===== config.mk =====
export PLATFORM = sky130hd
export DESIGN_NAME = csar_status_bank
export DESIGN_NICKNAME = d
export VERILOG_FILES = /design/src/hw/csar_pkg.sv /design/src/hw/csar_status_bank.sv /design/src/hw/csar_adc_cond.sv /design/src/hw/csar_strap_latch.sv
export VERILOG_INCLUDE_DIRS = /design/src /design/src/hw
export SDC_FILE = /design/constraint.sdc
export NUM_CORES = 1
export LEC_CHECK = 0
export BUFFER_PORTS_ARGS = -buffer_cell sky130_fd_sc_hd__buf_2
export CORE_ASPECT_RATIO = 0.75
export CORE_MARGIN = 1.5
export CORE_UTILIZATION = 40
export CTS_CLUSTER_SIZE = 30
export DETAILED_ROUTE_END_ITERATION = 10
export HOLD_SLACK_MARGIN = 0.06
export PLACE_DENSITY = 0.67
export SYNTH_ARGS = -nofsm -noshare
export SYNTH_HDL_FRONTEND = slang
export SYNTH_SLANG_ARGS = --single-unit

===== constraint.sdc =====
create_clock -name clock_i -period 2.85 [get_ports clock_i]
set_input_delay 0.285 -clock clock_i [delete_from_list [all_inputs] [get_ports clock_i]]
set_output_delay 0.285 -clock clock_i [all_outputs]
set_load 0.02 [all_outputs]

===== src/hw/csar_cfg.svh =====
// Purpose: offsets, field positions, reset values and limits of the status and result bank
// Assumes: byte-wide register port, offsets are byte addresses
// Notes: definitions only
`ifndef CSAR_CFG_SVH
`define CSAR_CFG_SVH

// ==================================================================
// register offsets
`define CSAR_OFS_STATUS 8'h19
`define CSAR_OFS_BATT_LO 8'h1a
`define CSAR_OFS_BATT_HI 8'h1b
`define CSAR_OFS_SYS_LO 8'h1c
`define CSAR_OFS_SYS_HI 8'h1d
`define CSAR_OFS_CMP_LO 8'h1e
`define CSAR_OFS_CMP_HI 8'h1f

// ==================================================================
// status field positions
`define CSAR_PHASE_MSB 7
`define CSAR_PHASE_LSB 5
`define CSAR_TIMER_BIT 4
`define CSAR_THERM_BIT 3
`define CSAR_STRAP_MSB 2
`define CSAR_STRAP_LSB 0

// ==================================================================
// reset values and limits
`define CSAR_STATUS_RST 8'h00
`define CSAR_RESULT_RST 16'h0000
`define CSAR_UNMAPPED_RD 8'h00
`define CSAR_BATT_MAX 16'h7fff
`define CSAR_SYS_MAX 16'h1fff
`define CSAR_CMP_MAX 16'h1fff

`endif


===== src/hw/csar_pkg.sv =====
// Purpose: shared types of the status and result bank
// Assumes: nothing
// Notes: constants live in csar_cfg.svh
package csar_pkg;

  // ==================================================================
  // charge phase codes
  typedef enum logic [2:0] {
    CSAR_PH_IDLE = 3'h0,
    CSAR_PH_TRICKLE = 3'h1,
    CSAR_PH_PRE = 3'h2,
    CSAR_PH_CC = 3'h3,
    CSAR_PH_CV = 3'h4,
    CSAR_PH_RSV1 = 3'h5,
    CSAR_PH_RSV2 = 3'h6,
    CSAR_PH_DONE = 3'h7
  } csar_phase_t;

  // ==================================================================
  // carriers
  typedef struct packed {
    csar_phase_t charge_phase_code;
    logic safety_timer_expired;
    logic thermal_regulation_active;
    logic [2:0] strap_code;
  } csar_status_t;

  typedef struct packed {
    logic valid;
    logic [15:0] data;
  } csar_sample_t;

  typedef struct packed {
    logic rd;
    logic wr;
    logic [7:0] addr;
    logic [7:0] wdata;
  } csar_reg_req_t;

  typedef struct packed {
    logic ack;
    logic [7:0] rdata;
  } csar_reg_rsp_t;

endpackage : csar_pkg


===== src/hw/csar_status_bank.sv =====
// Purpose: charger phase status and three converter result registers on the byte register port
// Assumes: register port requests are single-cycle strobes from the serial engine
// Notes: every address in this bank is read-only; writes are acknowledged and dropped
`timescale 1ns/1ps
`include "csar_cfg.svh"

// Operation
// - status bits 7-5 carry the phase code
// - trickle below short level, pre-charge below minimum
// - bit 4 sticky timer expiry, soft reset clears
// - bit 3 mirrors thermal regulation, soft reset clears
// - bits 2-0 hold the strap code
// - strap bit 2 low means dual phase
// - battery result high byte at upper address
// - battery result clamped low, never negative
// - system power high byte at upper address
// - system power saturates at 1FFFh, soft reset clears
// - comparator result high byte at upper address
// - comparator result saturates at 1FFFh
module csar_status_bank (
  input wire logic clock_i,
  input wire logic arst_n_i,
  input wire csar_pkg::csar_reg_req_t reg_req_i,
  output csar_pkg::csar_reg_rsp_t reg_rsp_o,
  input wire logic soft_reset_i,
  input wire logic charge_enable_i,
  input wire logic cv_mode_i,
  input wire logic term_done_i,
  input wire logic timer_expire_i,
  input wire logic thermal_regulation_i,
  input wire logic [2:0] strap_i,
  input wire logic [15:0] batt_short_mv_i,
  input wire logic [15:0] sys_min_mv_i,
  input wire csar_pkg::csar_sample_t batt_sample_i,
  input wire csar_pkg::csar_sample_t system_power_monitor_i,
  input wire csar_pkg::csar_sample_t cmp_sample_i,
  output csar_pkg::csar_status_t status_o,
  output logic [15:0] battery_voltage_o,
  output logic [15:0] system_power_result_o,
  output logic [15:0] comparator_input_result_o,
  output logic fsw_800k_o,
  output logic slow_comp_o,
  output logic dual_phase_o
);

  typedef struct packed {
    csar_pkg::csar_phase_t phase;
    logic timer_expired;
    logic thermal_active;
    logic ack;
    logic [7:0] rdata;
  } csar_bank_state_t;

  csar_bank_state_t state_ff;
  csar_bank_state_t nxt_state;
  logic [15:0] batt_res;
  logic [15:0] sys_res;
  logic [15:0] cmp_res;
  logic [2:0] strap_code;
  logic strap_captured;
  logic [7:0] status_byte;
  logic [7:0] rd_byte;

  // ==================================================================
  // byte selection shared by the three result registers
  function automatic logic [7:0] csar_pick_byte(input logic [15:0] word, input logic hi);
    logic [7:0] sel;
    sel = hi ? word[15:8] : word[7:0];
    return sel;
  endfunction : csar_pick_byte

  // ==================================================================
  // result holders
  csar_adc_cond #(
    .CLAMP_LOW(1'b1),
    .LIMIT(`CSAR_BATT_MAX),
    .SOFT_CLR(1'b0)
  ) u_batt (
    .clock_i(clock_i),
    .arst_n_i(arst_n_i),
    .sample_i(batt_sample_i),
    .soft_reset_i(soft_reset_i),
    .result_o(batt_res)
  );

  csar_adc_cond #(
    .CLAMP_LOW(1'b0),
    .LIMIT(`CSAR_SYS_MAX),
    .SOFT_CLR(1'b1)
  ) u_sys (
    .clock_i(clock_i),
    .arst_n_i(arst_n_i),
    .sample_i(system_power_monitor_i),
    .soft_reset_i(soft_reset_i),
    .result_o(sys_res)
  );

  csar_adc_cond #(
    .CLAMP_LOW(1'b0),
    .LIMIT(`CSAR_CMP_MAX),
    .SOFT_CLR(1'b0)
  ) u_cmp (
    .clock_i(clock_i),
    .arst_n_i(arst_n_i),
    .sample_i(cmp_sample_i),
    .soft_reset_i(soft_reset_i),
    .result_o(cmp_res)
  );

  csar_strap_latch u_strap (
    .clock_i(clock_i),
    .arst_n_i(arst_n_i),
    .strap_i(strap_i),
    .code_o(strap_code),
    .captured_o(strap_captured),
    .fsw_800k_o(fsw_800k_o),
    .slow_comp_o(slow_comp_o),
    .dual_phase_o(dual_phase_o)
  );

  // ==================================================================
  // status byte assembly
  always_comb
  begin
    status_byte = `CSAR_STATUS_RST;
    status_byte[`CSAR_PHASE_MSB:`CSAR_PHASE_LSB] = state_ff.phase;
    status_byte[`CSAR_TIMER_BIT] = state_ff.timer_expired;
    status_byte[`CSAR_THERM_BIT] = state_ff.thermal_active;
    status_byte[`CSAR_STRAP_MSB:`CSAR_STRAP_LSB] = strap_code;
  end

  // ==================================================================
  // read decode
  always_comb
  begin
    rd_byte = `CSAR_UNMAPPED_RD;
    unique case (reg_req_i.addr)
      `CSAR_OFS_STATUS: rd_byte = status_byte;
      `CSAR_OFS_BATT_LO: rd_byte = csar_pick_byte(batt_res, 1'b0);
      `CSAR_OFS_BATT_HI: rd_byte = csar_pick_byte(batt_res, 1'b1);
      `CSAR_OFS_SYS_LO: rd_byte = csar_pick_byte(sys_res, 1'b0);
      `CSAR_OFS_SYS_HI: rd_byte = csar_pick_byte(sys_res, 1'b1);
      `CSAR_OFS_CMP_LO: rd_byte = csar_pick_byte(cmp_res, 1'b0);
      `CSAR_OFS_CMP_HI: rd_byte = csar_pick_byte(cmp_res, 1'b1);
      default: rd_byte = `CSAR_UNMAPPED_RD;
    endcase
  end

  // ==================================================================
  // next state
  always_comb
  begin
    nxt_state = state_ff;
    // phase follows charger inputs and the held battery result
    if (!charge_enable_i)
    begin
      nxt_state.phase = csar_pkg::CSAR_PH_IDLE;
    end
    else if (term_done_i)
    begin
      nxt_state.phase = csar_pkg::CSAR_PH_DONE;
    end
    else if (batt_res < batt_short_mv_i)
    begin
      nxt_state.phase = csar_pkg::CSAR_PH_TRICKLE;
    end
    else if (batt_res < sys_min_mv_i)
    begin
      nxt_state.phase = csar_pkg::CSAR_PH_PRE;
    end
    else if (cv_mode_i)
    begin
      nxt_state.phase = csar_pkg::CSAR_PH_CV;
    end
    else
    begin
      nxt_state.phase = csar_pkg::CSAR_PH_CC;
    end
    // expiry event wins over a soft clear in the same cycle
    nxt_state.timer_expired = timer_expire_i
                              | (state_ff.timer_expired & ~soft_reset_i);
    nxt_state.thermal_active = thermal_regulation_i & ~soft_reset_i;
    // register port answer, writes change nothing
    nxt_state.ack = reg_req_i.rd | reg_req_i.wr;
    if (reg_req_i.rd)
    begin
      nxt_state.rdata = rd_byte;
    end
  end

  always_ff @(posedge clock_i or negedge arst_n_i)
  begin
    if (!arst_n_i)
    begin
      state_ff <= '{
        phase: csar_pkg::CSAR_PH_IDLE,
        timer_expired: 1'b0,
        thermal_active: 1'b0,
        ack: 1'b0,
        rdata: `CSAR_STATUS_RST
      };
    end
    else
    begin
      state_ff <= nxt_state;
    end
  end

  // ==================================================================
  // outputs
  assign reg_rsp_o.ack = state_ff.ack;
  assign reg_rsp_o.rdata = state_ff.rdata;
  assign status_o.charge_phase_code = state_ff.phase;
  assign status_o.safety_timer_expired = state_ff.timer_expired;
  assign status_o.thermal_regulation_active = state_ff.thermal_active;
  assign status_o.strap_code = strap_code;
  assign battery_voltage_o = batt_res;
  assign system_power_result_o = sys_res;
  assign comparator_input_result_o = cmp_res;

  // ==================================================================
  // checks
  logic [7:0] batt_hi;
  logic [7:0] sys_lo;
  logic [7:0] cmp_hi;
  logic [15:0] batt_snap;
  logic [15:0] sys_snap;
  logic [15:0] cmp_snap;
  logic [7:0] status_snap;
  assign batt_hi = batt_res[15:8];
  assign sys_lo = sys_res[7:0];
  assign cmp_hi = cmp_res[15:8];

  // snapshot of stored values for the write check
  always_ff @(posedge clock_i or negedge arst_n_i)
  begin
    if (!arst_n_i)
    begin
      batt_snap <= `CSAR_RESULT_RST;
      sys_snap <= `CSAR_RESULT_RST;
      cmp_snap <= `CSAR_RESULT_RST;
      status_snap <= `CSAR_STATUS_RST;
    end
    else
    begin
      batt_snap <= batt_res;
      sys_snap <= sys_res;
      cmp_snap <= cmp_res;
      status_snap <= status_byte;
    end
  end
endmodule : csar_status_bank


===== src/hw/csar_adc_cond.sv =====
// Purpose: holds one converter result, clamped low or saturated high
// Assumes: sample data is a raw 16-bit reading, valid for one cycle
// Notes: a new sample wins over a soft clear in the same cycle
`timescale 1ns/1ps
`include "csar_cfg.svh"

module csar_adc_cond #(
  parameter logic CLAMP_LOW = 1'b0,
  parameter logic [15:0] LIMIT = `CSAR_CMP_MAX,
  parameter logic SOFT_CLR = 1'b0
) (
  input wire logic clock_i,
  input wire logic arst_n_i,
  input wire csar_pkg::csar_sample_t sample_i,
  input wire logic soft_reset_i,
  output logic [15:0] result_o
);

  typedef struct packed {
    logic [15:0] result;
  } csar_cond_state_t;

  csar_cond_state_t state_ff;
  csar_cond_state_t nxt_state;

  // ==================================================================
  // conditioning
  always_comb
  begin
    nxt_state = state_ff;
    if (sample_i.valid)
    begin
      if (CLAMP_LOW && sample_i.data[15])
      begin
        nxt_state.result = `CSAR_RESULT_RST;
      end
      else if (sample_i.data > LIMIT)
      begin
        nxt_state.result = LIMIT;
      end
      else
      begin
        nxt_state.result = sample_i.data;
      end
    end
    else if (SOFT_CLR && soft_reset_i)
    begin
      nxt_state.result = `CSAR_RESULT_RST;
    end
  end

  always_ff @(posedge clock_i or negedge arst_n_i)
  begin
    if (!arst_n_i)
    begin
      state_ff <= '{result: `CSAR_RESULT_RST};
    end
    else
    begin
      state_ff <= nxt_state;
    end
  end

  assign result_o = state_ff.result;

endmodule : csar_adc_cond


===== src/hw/csar_strap_latch.sv =====
// Purpose: catches the mode strap once after reset release and decodes it
// Assumes: strap pin is settled when reset is released
// Notes: the code never changes again until the next hard reset
`timescale 1ns/1ps

module csar_strap_latch (
  input wire logic clock_i,
  input wire logic arst_n_i,
  input wire logic [2:0] strap_i,
  output logic [2:0] code_o,
  output logic captured_o,
  output logic fsw_800k_o,
  output logic slow_comp_o,
  output logic dual_phase_o
);

  typedef struct packed {
    logic captured;
    logic dual_phase;
    logic [2:0] code;
  } csar_strap_state_t;

  csar_strap_state_t state_ff;
  csar_strap_state_t nxt_state;

  // ==================================================================
  // capture at the first edge after release
  always_comb
  begin
    nxt_state = state_ff;
    if (!state_ff.captured)
    begin
      nxt_state.captured = 1'b1;
      nxt_state.code = strap_i;
      nxt_state.dual_phase = ~strap_i[2];
    end
  end

  always_ff @(posedge clock_i or negedge arst_n_i)
  begin
    if (!arst_n_i)
    begin
      state_ff <= '{captured: 1'b0, dual_phase: 1'b0, code: 3'h0};
    end
    else
    begin
      state_ff <= nxt_state;
    end
  end

  assign code_o = state_ff.code;
  assign captured_o = state_ff.captured;
  assign fsw_800k_o = state_ff.code[0];
  assign slow_comp_o = state_ff.code[1];
  assign dual_phase_o = state_ff.dual_phase;

endmodule : csar_strap_latch


# Word level (Yosys, flattened, before mapping)
# Index checks and enable logic that the tools add are counted.
dict set report word_totals {
  ramBits 0
  inputBits 112
  latchBits 0
  output_inout_bits 68
  regBits 67
  n_memories 0
  rom_bits 0
}
dict set report op_classes {
  add_sub_neg 0
  n_bitwise 6
  eq_ne 7
  div 0
  n_reduce_logical 1
  order_cmp 5
  muxes 12
  n_shift 0
  multipliers 0
}
# cell count
set op_table {}
lappend op_table {{$mux 16} 5}
lappend op_table {{$eq 8x5->1 const B} 7}
lappend op_table {{$pmux 8 s7} 1}
lappend op_table {{$gt 16x13->1 const B} 2}
lappend op_table {{$lt 16x16->1} 2}
lappend op_table {{$gt 16x15->1 const B} 1}
lappend op_table {{$mux 15} 1}
lappend op_table {{$mux 3} 5}
lappend op_table {{$and 1x1->1} 2}
lappend op_table {{$not 1->1} 2}
lappend op_table {{$or 1x1->1} 2}
lappend op_table {{$reduce_bool 2->1} 1}

# Longest topological paths before layout
dict set report logic_depth {
  depth_word 5
  ltp_mapped 7
  depth_no_buf 7
}

# Cells and area by module
# Synthesis repeated with hierarchy kept, for this count alone.
dict set report unflattened {
  hier_cells 401
  hier_area_um2 3921.3
}
# module n_inst cells_per_inst area_per_inst_um2
set by_module_without_submodules {}
lappend by_module_without_submodules {csar_status_bank 1 209 1774.2}
lappend by_module_without_submodules {{csar_adc_cond at u_batt} 1 66 661.9}
lappend by_module_without_submodules {{csar_adc_cond at u_sys} 1 50 651.9}
lappend by_module_without_submodules {{csar_adc_cond at u_cmp} 1 63 646.9}
lappend by_module_without_submodules {csar_strap_latch 1 13 186.4}

# Worst setup path after synthesis
# Ideal clock, no wire load.
dict set report synth_timing {
  path_kind {reg2reg}
  from {register u_batt.state_ff, in the netlist u_batt.result_o[13]}
  to {register state_ff, in the netlist status_o[6]}
  arrival_ns 1.854
  t_required_ns 2.731
  stages_incl_launch_ff 7
  path_slack_ns 0.877
  period_less_slack_ns 1.973
  path_buffers 0
  setup_ns 0.119
  cell_sequence {dfrtp_1 ha_1 nand4b_4 or3_1 o32ai_2 o21ai_2 o21ba_1}
}
# item line_no
set synth_lines {}
lappend synth_lines {{from (decl)} csar_adc_cond.sv:23} ;# csar_cond_state_t state_ff;
lappend synth_lines {{from (signal assigned)} csar_adc_cond.sv:56} ;# state_ff <= '{result: `CSAR_RESULT_RST};
lappend synth_lines {{from (signal assigned)} csar_adc_cond.sv:60} ;# state_ff <= nxt_state;
lappend synth_lines {{to (signal assigned)} csar_status_bank.sv:195} ;# state_ff <= '{
lappend synth_lines {{to (signal assigned)} csar_status_bank.sv:205} ;# state_ff <= nxt_state;
lappend synth_lines {{to (decl)} csar_status_bank.sv:54} ;# csar_bank_state_t state_ff;

==> reports/qor.csv <==
metric,value,unit
status,"finished, final reports clean",
crit_fanout,5,
drtIter0Drc,151,
die_w,115,um
min_period_over_period,0.735,
routed.top_layer,met4,
maxSlewViolCount,0,
slew_headroom,0.429,
combPwrFrac,0.182,
fin_skew,7.01,ps
multi_input_area,1790,um^2
gp_congestion,0.975,
synth_flop_cell,dfrtp_1,
critPathCaptureType,flop,
grt_pass1_vias,3257,
antenna_found_initial,0,
rsz0062_at_grt,no,
reg2reg_from,u_batt.result_o[13],
r2r_slack,750,ps
die_area,9930,um^2
seqCellArea,1650,um^2
r2r-end,status_o[6],
cts_tree,built,
p_leak,2.54,nW
rows,30,
drive_gt1_frac,0.359,
drv_cap,0,
cts_sinks,66,
grt_max_degree,67,
setup_tns,0,ps
crit_type,reg2reg,
final_cell_mix,"170 x buf_2, 66 x dfrtp_1, 53 x inv_1, 35 x nor2_1, 30 x a21oi_1",
setup_viol,0,
hpwl,8.34,mm
internal-power,1.92,mW
hold_class,in2async,
final_common_cell,buf_2,
synth_cell_types,53,
coreArea,9050,um^2
p_seq_frac,0.401,
yosys-top-cells-area,"dfrtp_1 44%, ha_1 9.4%, inv_1 5.3%",
synthCells,381,
final_nets,683,
vias_per_cell,4.95,
crit_arrival,2360,ps
dp.cells,660,
worstPathRequired,3110,ps
initial_utilization,0.413,
firstDrtPassIters,4,
syn-num-nets,521,
area_delta_synth_final,32.8,%
routed_wl,10.5,mm
cts_root_buffer,clkbuf_16,
diodes,0,
numCtsBuffers,9,
postCtsHoldBufs,0,
cts_setup_buffers,0,
ys_seq_area_frac,0.442,
clk_latency,330,ps
drcViolationCount,0,
switchingPower,0.696,mW
pin_count,180,
fmax,477,MHz
synthArstFlopShare,1.00,
period_minus_slack,2100,ps
power_density,527,nW/um^2
synth-seq-cells,66,
clk_pin_slew,50,ps
tightest_slew,835,ps
grt_first_pass_wirelength,16.4,mm
cts_resized,0,
cts.path.max_buffers,2,
cp-start-kind,flop,
switching_share,0.267,
synth_edf_count,0,
cts.htree.levels,3,
vias,3345,
wl_met1,5.00,mm
die_y,86.7,um
ant_nets,0,
wl_met2,4.70,mm
peakVddDrop,0.000313,V
power_frac_clock,0.417,
portBuffers,170,
r2r_cells,6,
route.met3.wl,718,um
hold_viol,0,
n_fill_cell,855,
globalRoute.totalOverflow,0,
synth_area,3730,um^2
ys_warn_count,0,
synth_top_area_frac,0.442,
wl_per_cell,15.6,um
fin_cells,676,
synth_largest_area_cell,dfrtp_1,
synth_area_per_cell,9.80,um^2
track_usage,0.219,
-- registers in the layout (all words and copies together), names as in the netlist --
signal                count
u_strap.code_o            3
u_sys.result_o           16
u_cmp.result_o           16
u_batt.result_o          15
status_o                  5
u_strap.captured_o        1
reg_rsp_o                 9
u_strap.dual_phase_o      1
-- kinds of logic after synthesis --
group                    after synthesis  share of synthesized area
AO/OA/AOI/OAI                        102                      0.180
AND/OR/NAND/NOR                       94                      0.141
buffers and inverters                 73                     0.0784
flip-flops                            66                      0.442
adder cells (fa/ha/maj)               28                     0.0938
multiplexers                          16                     0.0620
other                                  2                    0.00201
-- Yosys cell counts (all sizes together) (4+ instances only) --
cell	number
nand3b	16
nor2	35
a21oi	30
mux2	7
mux4	5
nand2	10
a21o	4
a22oi	5
o22ai	8
clkbuf	10
o22a	13
dfrtp	66
nand4	5
mux2i	4
ha	28
nor2b	9
buf	10
o21a	4
o21ai	22
inv	53
and2	4
-- worst max path at each step --
stage | from | end | slack, ps | depth (start not counted)
floorplan | u_batt.result_o[13] | status_o[6] | 880 | 6
global route | u_batt.result_o[13] | status_o[6] | 650 | 6
detailed placement | u_batt.result_o[13] | status_o[6] | 780 | 6
global placement | u_batt.result_o[13] | status_o[6] | 820 | 6
CTS | u_batt.result_o[13] | status_o[6] | 770 | 6
finish | u_batt.result_o[13] | status_o[6] | 750 | 6
-- final cells by class --
cell class / count / share of cell area
clock buffer: 14 / 0.0533
inverter: 53 / 0.0401
tap: 128 / 0.0323
sequential: 66 / 0.333
multi-input combinational: 242 / 0.361
clock inverter: 2 / 0.00707
timing repair buffer: 171 / 0.173
-- power groups by stage --
stage / registers (mW) / logic [mW] / clock network [mW]
floorplan: 1.11 / 0.222 / 0
global placement: 1.06 / 0.466 / 0
detailed placement: 1.07 / 0.478 / 0
CTS: 1.05 / 0.480 / 1.11
global route: 1.06 / 0.530 / 1.15
finish: 1.05 / 0.476 / 1.09
-- per-layer routing --
metal,vias up,GRT usage
li1,1663,-
met2,116,0.328
met5,-,0
met3,14,0.0629
met1,1552,0.307
met4,0,0.0659
-- critical path, stage by stage, from the launching register on --
cell and delay, ps:
dfrtp_1 440, ha_1 330, and4b_1 270, nand4_1 150
o32ai_1 490, o31ai_1 130, o21ba_1 230
-- stage by stage --
| stage | total power, mW | setup slack [ps] | hold slack [ps] | instance area [um^2] | util |
|---|---|---|---|---|---|
| after floorplan | 1.33 | 877 | -10.6 | 3730 | - |
| after global placement | 1.53 | 821 | 462 | 4660 | 0.515 |
| after detailed placement | 1.54 | 777 | 479 | 4660 | 0.515 |
| after CTS | 2.64 | 775 | 143 | 4960 | 0.548 |
| after global routing | 2.74 | 654 | 145 | 4960 | 0.548 |
| final | 2.61 | 754 | 144 | 4960 | 0.548 |
Note: power is estimated with default switching activity, not from simulation.
